File: src/hw/masb_defs.vh
// masb_defs.vh: constants of the motor algorithm status bank.
// assumes it is included by its bare name from the design file.
`ifndef MASB_DEFS_VH
`define MASB_DEFS_VH

// number of algorithm variables held by the bank
`define MASB_NVAR          17
// register indices; byte address on the bus is four times the index
`define MASB_IDX_STATE     14'h018E
`define MASB_IDX_PSPEED    14'h0194
`define MASB_IDX_BETA_AXIS_VOLTAGE     14'h0400
`define MASB_IDX_ALIGN_IQ  14'h052A
`define MASB_IDX_OL_SPEED  14'h0540
`define MASB_IDX_OL_IQ     14'h0550
`define MASB_IDX_CL_SPEED  14'h05D2
`define MASB_IDX_CL_ID     14'h0612
`define MASB_IDX_CL_IQ     14'h0614
`define MASB_IDX_SD_STATE  14'h06AE
`define MASB_IDX_SD_SPEED  14'h06B8
`define MASB_IDX_PD_STATE  14'h06EA
`define MASB_IDX_PD_ANGLE  14'h072E
`define MASB_IDX_EMF_D     14'h0772
`define MASB_IDX_EMF_Q     14'h0774
`define MASB_IDX_EST_SPEED 14'h0782
`define MASB_IDX_EST_ANGLE 14'h0786
// interrupt status and mask registers
`define MASB_IDX_IRQ_STAT  14'h07F0
`define MASB_IDX_IRQ_MASK  14'h07F1

// reset values
`define MASB_RST_VAR       32'h00000000
`define MASB_RST_IRQ       4'h0

// width of the operating state code
`define MASB_STATE_W       16
// operating state codes
`define MASB_ST_IDLE       16'h0000
`define MASB_ST_FAULT      16'h000E
`define MASB_ST_MEAS_DONE  16'h0017
`define MASB_ST_MEAS_FAULT 16'h0018
`define MASB_ST_LAST       16'h0018

// interrupt status bit positions
`define MASB_IRQ_W         4
`define MASB_IRQ_CHANGE    0
`define MASB_IRQ_FAULT     1
`define MASB_IRQ_MDONE     2
`define MASB_IRQ_MFAULT    3

`endif

File: src/hw/masb_status_bank.v
// masb_status_bank.v: read-only status bank of the motor algorithm,
// an APB slave with an event interrupt.
// assumes the algorithm logic runs on ref_clk_i and presents each
// variable as a whole word together with a one-cycle update strobe.
//
// The APB register port was chosen for this implementation.
`timescale 1ns/10ps
`default_nettype none
`include "masb_defs.vh"

module masb_status_bank (
   input  wire         ref_clk_i,   // system clock, 40 MHz
   input  wire         resetn_i,    // synchronous reset, active low
   // apb slave
   input  wire         psel_i,      // slave select
   input  wire         penable_i,   // access phase
   input  wire         pwrite_i,    // 1 = write
   input  wire [15:0]  paddr_i,     // byte address
   input  wire [31:0]  pwdata_i,    // write data
   output wire         pready_o,    // transfer done
   output wire [31:0]  prdata_o,    // read data
   output wire         pslverr_o,   // unmapped address
   // algorithm side, entry k occupies bits 32k+31..32k
   input  wire [543:0] var_data_i,  // new variable words
   input  wire [16:0]  var_upd_i,   // one-cycle update strobes
   // interrupt
   output wire         irq_o        // level, unmasked event pending
);

   // entry numbers inside the variable array
   localparam [4:0] E_STATE     = 5'h00;
   localparam [4:0] E_PSPEED    = 5'h01;
   localparam [4:0] E_BETA_AXIS_VOLTAGE     = 5'h02;
   localparam [4:0] E_ALIGN_IQ  = 5'h03;
   localparam [4:0] E_OL_SPEED  = 5'h04;
   localparam [4:0] E_OL_IQ     = 5'h05;
   localparam [4:0] E_CL_SPEED  = 5'h06;
   localparam [4:0] E_CL_ID     = 5'h07;
   localparam [4:0] E_CL_IQ     = 5'h08;
   localparam [4:0] E_SD_STATE  = 5'h09;
   localparam [4:0] E_SD_SPEED  = 5'h0A;
   localparam [4:0] E_PD_STATE  = 5'h0B;
   localparam [4:0] E_PD_ANGLE  = 5'h0C;
   localparam [4:0] E_EMF_D     = 5'h0D;
   localparam [4:0] E_EMF_Q     = 5'h0E;
   localparam [4:0] E_EST_SPEED = 5'h0F;
   localparam [4:0] E_EST_ANGLE = 5'h10;

   // held variable words, one per entry
   reg  [31:0] var_q [0:16];
   // interrupt status and mask
   reg  [3:0]  irq_stat_q;
   reg  [3:0]  irq_stat_d;
   reg  [3:0]  irq_mask_q;
   // registered bus answer
   reg  [31:0] rdata_q;
   reg  [31:0] rdata_d;
   reg         slverr_q;
   reg         slverr_d;
   // decode results
   reg  [4:0]  sel_entry;   // entry addressed
   reg         sel_var;     // address hits a variable
   reg         sel_stat;    // address hits irq status
   reg         sel_mask;    // address hits irq mask
   // incoming state code and its checks
   wire [15:0] state_new;
   wire        state_ok;
   wire        state_take;
   wire [3:0]  irq_event;
   // bus phase helpers
   wire        setup_ph;
   wire        access_ph;
   wire [13:0] word_idx;
   wire        aligned;
   wire        wr_acc;

   assign setup_ph  = psel_i & ~penable_i;
   assign access_ph = psel_i & penable_i;
   assign word_idx  = paddr_i[15:2];
   assign aligned   = (paddr_i[1:0] == 2'h0);
   // writes act only at the completing edge of the access phase
   assign wr_acc    = access_ph & pwrite_i & ~slverr_q;

   // address decode; printed offsets are word indices
   always @* begin
      sel_entry = E_STATE;
      sel_var   = 1'b0;
      sel_stat  = 1'b0;
      sel_mask  = 1'b0;
      if (aligned) begin
         sel_var = 1'b1;
         case (word_idx)
            `MASB_IDX_STATE:     sel_entry = E_STATE;
            `MASB_IDX_PSPEED:    sel_entry = E_PSPEED;
            `MASB_IDX_BETA_AXIS_VOLTAGE:     sel_entry = E_BETA_AXIS_VOLTAGE;
            `MASB_IDX_ALIGN_IQ:  sel_entry = E_ALIGN_IQ;
            `MASB_IDX_OL_SPEED:  sel_entry = E_OL_SPEED;
            `MASB_IDX_OL_IQ:     sel_entry = E_OL_IQ;
            `MASB_IDX_CL_SPEED:  sel_entry = E_CL_SPEED;
            `MASB_IDX_CL_ID:     sel_entry = E_CL_ID;
            `MASB_IDX_CL_IQ:     sel_entry = E_CL_IQ;
            `MASB_IDX_SD_STATE:  sel_entry = E_SD_STATE;
            `MASB_IDX_SD_SPEED:  sel_entry = E_SD_SPEED;
            `MASB_IDX_PD_STATE:  sel_entry = E_PD_STATE;
            `MASB_IDX_PD_ANGLE:  sel_entry = E_PD_ANGLE;
            `MASB_IDX_EMF_D:     sel_entry = E_EMF_D;
            `MASB_IDX_EMF_Q:     sel_entry = E_EMF_Q;
            `MASB_IDX_EST_SPEED: sel_entry = E_EST_SPEED;
            `MASB_IDX_EST_ANGLE: sel_entry = E_EST_ANGLE;
            `MASB_IDX_IRQ_STAT: begin
               sel_var  = 1'b0;
               sel_stat = 1'b1;
            end
            `MASB_IDX_IRQ_MASK: begin
               sel_var  = 1'b0;
               sel_mask = 1'b1;
            end
            default: sel_var = 1'b0;   // reserved offset
         endcase
      end
   end

   // state code checks: only codes up to MASB_ST_LAST are taken, so a stray
   // value past it from the algorithm can never show as a state
   assign state_new  = var_data_i[15:0];
   assign state_ok   = (state_new <= `MASB_ST_LAST);
   assign state_take = var_upd_i[0] & state_ok;

   // variable storage: each word is loaded whole in one edge, so a
   // bus read that samples it can never see half an update
   genvar k;
   generate
      for (k = 1; k < `MASB_NVAR; k = k + 1) begin : g_var
         always @(posedge ref_clk_i) begin
            if (!resetn_i) begin
               var_q[k] <= `MASB_RST_VAR;
            end else if (var_upd_i[k]) begin
               var_q[k] <= var_data_i[32*k+31:32*k];
            end
         end
      end
   endgenerate

   // state code: upper half of the word is always zero
   always @(posedge ref_clk_i) begin
      if (!resetn_i) begin
         var_q[0] <= `MASB_RST_VAR;
      end else if (state_take) begin
         var_q[0] <= {16'h0000, state_new};
      end
   end

   // events seen on a state change
   assign irq_event[`MASB_IRQ_CHANGE] = state_take &
                                        (state_new != var_q[0][15:0]);
   assign irq_event[`MASB_IRQ_FAULT]  = irq_event[`MASB_IRQ_CHANGE] &
                                        (state_new == `MASB_ST_FAULT);
   assign irq_event[`MASB_IRQ_MDONE]  = irq_event[`MASB_IRQ_CHANGE] &
                                        (state_new == `MASB_ST_MEAS_DONE);
   assign irq_event[`MASB_IRQ_MFAULT] = irq_event[`MASB_IRQ_CHANGE] &
                                        (state_new == `MASB_ST_MEAS_FAULT);

   // sticky status: write one to clear, a new event wins over the clear
   always @* begin
      irq_stat_d = irq_stat_q;
      if (wr_acc & sel_stat) begin
         irq_stat_d = irq_stat_q & ~pwdata_i[3:0];
      end
      irq_stat_d = irq_stat_d | irq_event;
   end

   // interrupt status and mask registers
   always @(posedge ref_clk_i) begin
      if (!resetn_i) begin
         irq_stat_q <= `MASB_RST_IRQ;
         irq_mask_q <= `MASB_RST_IRQ;
      end else begin
         irq_stat_q <= irq_stat_d;
         if (wr_acc & sel_mask) begin
            irq_mask_q <= pwdata_i[3:0];
         end
      end
   end

   // read data and error are prepared in the setup phase; writes to
   // variables are accepted with no error and change nothing
   always @* begin
      rdata_d  = rdata_q;
      slverr_d = slverr_q;
      if (setup_ph) begin
         slverr_d = ~(sel_var | sel_stat | sel_mask);
         rdata_d  = 32'h00000000;
         if (!pwrite_i) begin
            if (sel_var) begin
               rdata_d = var_q[sel_entry];
            end else if (sel_stat) begin
               rdata_d = {28'h0000000, irq_stat_q};
            end else if (sel_mask) begin
               rdata_d = {28'h0000000, irq_mask_q};
            end
         end
      end
   end

   // bus answer registers
   always @(posedge ref_clk_i) begin
      if (!resetn_i) begin
         rdata_q  <= 32'h00000000;
         slverr_q <= 1'b0;
      end else begin
         rdata_q  <= rdata_d;
         slverr_q <= slverr_d;
      end
   end

   // outputs: one access cycle, never a wait state
   assign pready_o  = access_ph;
   assign prdata_o  = rdata_q;
   assign pslverr_o = access_ph & slverr_q;
   assign irq_o     = |(irq_stat_q & irq_mask_q);

endmodule // masb_status_bank
`default_nettype wire

File: config.mk
export PLATFORM = sky130hd
export DESIGN_NAME = masb_status_bank
export DESIGN_NICKNAME = d
export VERILOG_FILES = /design/src/hw/masb_status_bank.v
export VERILOG_INCLUDE_DIRS = /design/src /design/src/hw
export SDC_FILE = /design/constraint.sdc
export NUM_CORES = 1
export LEC_CHECK = 0
export BUFFER_PORTS_ARGS = -buffer_cell sky130_fd_sc_hd__clkbuf_2
export CELL_PAD_IN_SITES_DETAIL_PLACEMENT = 2
export CELL_PAD_IN_SITES_GLOBAL_PLACEMENT = 2
export CORE_MARGIN = 1.5
export CORE_UTILIZATION = 36
export CTS_CLUSTER_DIAMETER = 50
export CTS_CLUSTER_SIZE = 40
export DETAILED_ROUTE_END_ITERATION = 6
export PLACE_DENSITY = 0.9
export SLEW_MARGIN = 30
export SYNTH_ARGS = -nofsm -noshare
export SYNTH_HDL_FRONTEND = slang
export SYNTH_SLANG_ARGS = --single-unit
File: constraint.sdc
create_clock -name ref_clk_i -period 3.42 [get_ports ref_clk_i]
set_input_delay 0.342 -clock ref_clk_i [delete_from_list [all_inputs] [get_ports ref_clk_i]]
set_output_delay 0.342 -clock ref_clk_i [all_outputs]
set_load 0.02 [all_outputs]
# After elaboration in Yosys (flattened, before gate mapping)
# Memories as Yosys holds them, arrays and structs flattened.
# Index checks and enable logic that the tools add are counted.
[classes] n_lt_le_gt_ge=1 reduce_logical=3 n_eq_ne=23 n_bitwise=38 mux=82
[op_table] op="two-way mux 32 bit" count=19
[op_table] op="equality test 14 x 11 -> 1 bit, second input constant" count=17
[op_table] op="one-hot mux 5 bit (16 select lines)" count=1
[op_table] op="two-way mux 1 bit" count=58
[op_table] op="equality test 16 x 5 -> 1 bit, second input constant" count=2
[op_table] op="equality test 14 x 9 -> 1 bit, second input constant" count=2
[op_table] op="OR 1 bit" count=19
[op_table] op="OR reduction 17 bit" count=1
[op_table] op="equality test 16 x 4 -> 1 bit, second input constant" count=1
[op_table] op="<= comparator 16 x 5 -> 1 bit, second input constant" count=1
[op_table] op="inequality test 16 bit" count=1
[op_table] op="bitwise AND 1 bit" count=12
[op_table] op="two-way mux 4 bit" count=3
[op_table] op="bitwise AND 4 bit" count=2
[op_table] op="two-way mux 5 bit" count=1
[op_table] op="inverter 4 bit" count=1
[op_table] op="OR 4 bit" count=1
[op_table] op="OR reduction 4 bit" count=1
[op_table] op="inverter 1 bit" count=3
[op_table] op="logical NOT 2 bit" count=1
[word_totals] elab_cells=152 in_bits=614 out_inout_bits=35 reg_bits=41 mem_count=1 ram_bits=544
[memory_table] name="var_q" words=17 width=32 read_ports=2 rd_ports_with_merged_regs=0 write_ports=17 line_no="masb_status_bank.v:50" source="reg [31:0] var_q [0:16];"

# Logic depth before layout (Yosys ltp)
[depth] word_depth=7 ltp_mapped=13 depth_no_buf=8

# Worst setup path after synthesis
# No wires, ideal clock.
[synth_path] path_kind="input to register" start="input paddr_i[13]" end="register rdata_q[16], in the netlist prdata_o[16]" stages=11 setup_slack_ns=0.355 required_ns=3.284 arrival_time_ns=2.929 n_path_buf=3 path_cell_list="or4b_1 > buf_2 > buf_6 > nor4_4 > a211oi_1 > o221ai_1 > buf_4 > mux4_2 > nor2b_1 > a2111oi_0 > a211oi_1"
[synth_between] elab_chain_len=6
[synth_lines] element="start, declared" line_no="masb_status_bank.v:18" source="input wire [15:0] paddr_i,"
[synth_lines] element="equality test 14 x 11 -> 1 bit or equality test 14 x 9 -> 1 bit (tied branches)" line_no="masb_status_bank.v:92" source="case (word_idx)"
[synth_lines] element="one-hot mux 5 bit (16 select lines) or OR reduction 17 bit (tied branches)"
[synth_lines] element="two-way mux 5 bit or two-way mux 1 bit (tied branches)" line_no="masb_status_bank.v:90, masb_status_bank.v:92"
[synth_lines] element="memory (17 x 32 bit) or two-way mux 1 bit (tied branches)"
[synth_lines] element="two-way mux 32 bit *" line_no="masb_status_bank.v:194" source="if (sel_var) begin"
[synth_lines] element="two-way mux 32 bit *" line_no="masb_status_bank.v:193" source="if (!pwrite_i) begin"
[synth_lines] element="end signal, assigned" line_no="masb_status_bank.v:211" source="rdata_q <= rdata_d;"
[synth_lines] element="end, declared" line_no="masb_status_bank.v:56" source="reg [31:0] rdata_q;"
# Mark *: on every way between the ends. The rest lies on a longest branch, timed or not.
# A chain may end at the register's enable or synchronous reset.

# Worst setup path in the final report
[layout_path] start="input paddr_i[13]" end="register rdata_q[7], in the netlist prdata_o[7]"
# Same word-level chain as after synthesis.

==> insert_results.sql <==
INSERT INTO impl_metrics (metric_group, metric, value, unit) VALUES
('run_status', 'outcome', 'complete, no violations', ''),
('route', 'detail_route.iter0.violations', '1840', ''),
('layout', 'finalNonFillerCells', '3833', ''),
('sta', 'clock_period_minus_worst_slack', '3250', 'ps'),
('critical_path', 'cp-end-kind', 'register', ''),
('logic_synthesis', 'dominantRegCellSynth', 'sky130_fd_sc_hd__edfxtp_1', ''),
('sta', 'timing.clock.skew', '40.8', 'ps'),
('layout', 'n_fill_cell', '7383', ''),
('cts', 'numCtsBuffers', '75', ''),
('global_routing', 'globalRoute.totalOverflow', '0', ''),
('logic_synthesis', 'synth_instances', '2074', ''),
('global_routing', 'number_of_global_route_vias_before_repair', '24522', ''),
('sta', 'setup_viol', '0', ''),
('power_and_ir_drop', 'ir_drop', '0.000305', 'V'),
('critical_path', 'worst_r2r_endpoint', 'irq_stat_q[3]', ''),
('logic_synthesis', 'dominant_cells_by_area_after_synthesis', 'sky130_fd_sc_hd__edfxtp_1, sky130_fd_sc_hd__and3_1, sky130_fd_sc_hd__mux2i_1, sky130_fd_sc_hd__dfxtp_1, sky130_fd_sc_hd__clkbuf_1', ''),
('logic_synthesis', 'synth_adder_area_share', '0', '%'),
('sta', 'fin_crit_sh', '94.9', '%'),
('logic_synthesis', 'share_of_the_synthesized_area_in_compound_gates_ao_oa_aoi_oai', '7.56', '%'),
('critical_path', 'crit_required', '3950', 'ps'),
('critical_path', 'critical_path_most_common_cell', 'sky130_fd_sc_hd__buf_4', ''),
('floorplanning', 'boundaryPins', '649', ''),
('logic_synthesis', 'number_of_distinct_library_cells_after_synthesis', '78', ''),
('floorplanning', 'start_util', '36.6', '%'),
('critical_path', 'worst-r2r-setup-slack', '1510', 'ps'),
('logic_synthesis', 'synth_commonest_cells', 'sky130_fd_sc_hd__edfxtp_1, sky130_fd_sc_hd__and3_1, sky130_fd_sc_hd__mux2i_1', ''),
('route', 'drt.antenna.violating_nets', '0', ''),
('critical_path', 'worst-path-max-fanout', '10', ''),
('logic_synthesis', 'main_combinational_cell_family_by_area_after_synthesis', 'simple AND/OR/NAND/NOR gates', ''),
('route', 'per_cell_via_count_in_the_routed_design', '5.85', ''),
('logic_synthesis', 'basic_gate_share_of_the_synthesized_area_counting_and_or_nand_and_nor_cells', '16.5', '%'),
('critical_path', 'reg2regPathDepth', '8', ''),
('logic_synthesis', 'ys_warn_count', '0', ''),
('floorplanning', 'die_area', '0.0777', 'mm2'),
('critical_path', 'critical_path.max_stage_delay', '560', 'ps'),
('critical_path', 'critPathLaunchType', 'primary input', ''),
('sta', 'grt_setup_unrepaired', 'false', ''),
('logic_synthesis', 'synth.top_cell.area_share', '58.0', '%'),
('logic_synthesis', 'asyncSetResetFlopFracSynth', '0', '%'),
('power_and_ir_drop', 'static_leakage', '0.0161', 'uW'),
('cts', 'buffer_cell_driving_the_clock_tree_root', 'sky130_fd_sc_hd__clkbuf_16', ''),
('placed_design', 'number_of_buffer_cells_added_on_primary_ports', '604', ''),
('cts', 'cts_tree', 'built', ''),
('critical_path', 'critical_path.cell_chain', 'clkbuf_2 > or4b_1 > buf_4 > buf_4 > nor4_1 > buf_4 > a41oi_1 > a41oi_4 > buf_4 > buf_12 > mux2i_1 > mux2i_1 > buf_4 > o21ai_0', ''),
('floorplanning', 'core', '0.0748', 'mm2'),
('logic_synthesis', 'number_of_enable_type_register_cells_in_the_synthesized_netlist', '528', ''),
('placed_design', 'finalWeightedCongestion', '0.901', ''),
('placed_design', 'detailed_place.area', '0.0325', 'mm2'),
('cts', 'clock_sink_count', '569', ''),
('critical_path', 'worstSetupStartpoint', 'paddr_i[13]', ''),
('power_and_ir_drop', 'power_density', '525', 'mW/mm2'),
('cts', 'postCtsResizedCells', '0', ''),
('logic_synthesis', 'post_synth_mux_area_share', '10.7', '%'),
('cts', 'clock_tree.buffer_depth', '3', ''),
('layout', 'layout.nets', '3395', ''),
('route', 'postRouteWirelength', '128000', 'um'),
('sta', 'worst_slew_margin_rel', '14.6', '%'),
('hold_path', 'hold_path_end', 'var_q[14][6]', ''),
('route', 'via_count', '22413', ''),
('route', 'routedWlPerCell', '33.4', 'um'),
('hold_path', 'worstHoldStart', 'var_data_i[454]', ''),
('logic_synthesis', 'number_of_storage_elements_in_the_synthesis_netlist', '569', ''),
('logic_synthesis', 'syn_std_cell_area', '0.0274', 'mm2'),
('logic_synthesis', 'post-synth-top-area-cell', 'sky130_fd_sc_hd__edfxtp_1', ''),
('critical_path', 'critical_path.reg2reg.startpoint', 'var_q[0][6]', ''),
('global_routing', 'grt_pass1_wl', '178000', 'um'),
('hold_path', 'holdCritPathClass', 'primary input to register', ''),
('logic_synthesis', 'syn-mean-instance-area', '13.2', 'um2'),
('sta', 'final_hold_fails', '0', ''),
('critical_path', 'critPathKind', 'primary input to register', ''),
('logic_synthesis', 'yosys.cell_count.top_type', 'sky130_fd_sc_hd__edfxtp_1', '');
flip-flops by register name (all words and copies together), names as in the netlist:
name,flops
var_q,528
prdata_o,32
irq_mask_q,4
irq_stat_q,4
slverr_q,1
worst register-to-register path, delay by kind of cell, from the launching register on:
family,cells,cell delay (ps)
XOR/XNOR,1,190
flip-flops,1,460
AND/OR/NAND/NOR,6,1080
AO/OA/AOI/OAI,1,80
through the flow:
step | TNS [ps] | total power (uW) | util [%]
floorplan | 0 | 9020 | -
global placement | -3790 | 9870 | 43.5
detailed placement | -6340 | 10000 | 43.5
CTS | 0 | 18600 | 47.2
global route | 0 | 19000 | 47.3
finish | 0 | 18600 | 47.3
what timing repair did:
item                      4_1_cts  5_1_grt
hold endpoints to repair       10        0
hold buffers                   10        0
setup buffers                   0        0
layer usage:
metal	vias up	wire length (um)	track usage, %
li1	9583	-	-
met1	11529	49200	37.7
met2	980	64900	56.0
met3	293	6830	5.31
met4	28	6750	16.1
met5	-	192	0
worst max path at each step:
stage / to / slack, ps
3_5_place_dp: prdata_o[7] / -340
6_report: prdata_o[7] / 170
2_1_floorplan: prdata_o[16] / 350
3_3_place_gp: prdata_o[16] / -270
4_1_cts: prdata_o[7] / 310
5_1_grt: prdata_o[0] / 100
cell usage in the layout, fill, tap and decap left out, drive strengths merged, types with 9 or more instances in the layout:
cell	count
clkbuf	685
diode	21
nor4	15
a221o	15
o21ai	41
mux2i	272
edfxtp	528
nor3	20
dfxtp	41
xnor2	18
bufinv	9
a221oi	27
a22o	13
conb	11
a211oi	35
and3	514
o211a	30
a22oi	23
nor2	26
nand4	10
mux4	9
and2	11
nand2	66
o2111ai	16
o221ai	10
inv	41
a21oi	25
clkinv	22
dlygate4sd3	10
buf	198
nand2b	23
layout make-up:
| class | count | area, um2 | share of cell area, % |
|---|---|---|---|
| antenna | 21 | 52.6 | 0.149 |
| clock buffer | 82 | 1940 | 5.49 |
| clock inverter | 57 | 733 | 2.07 |
| inverter | 18 | 67.6 | 0.191 |
| multi-input combinational | 1306 | 9850 | 27.8 |
| sequential | 569 | 16700 | 47.2 |
| tap | 969 | 1210 | 3.43 |
| timing repair buffer | 811 | 4830 | 13.7 |
power breakdown:
group,internal [uW],leakage [uW],switching (uW)
registers,8170,0.00599,252
clock network,4970,0.00130,3620
logic,589,0.00878,955
total,13700,0.0161,4830
cell families after synthesis:
family / Yosys count
mux: 281
buf+inv: 209
simple gates: 740
compound gates: 255
other cells: 1
flops: 569
xor+xnor: 19
Note: power is estimated with default switching activity, not from simulation.
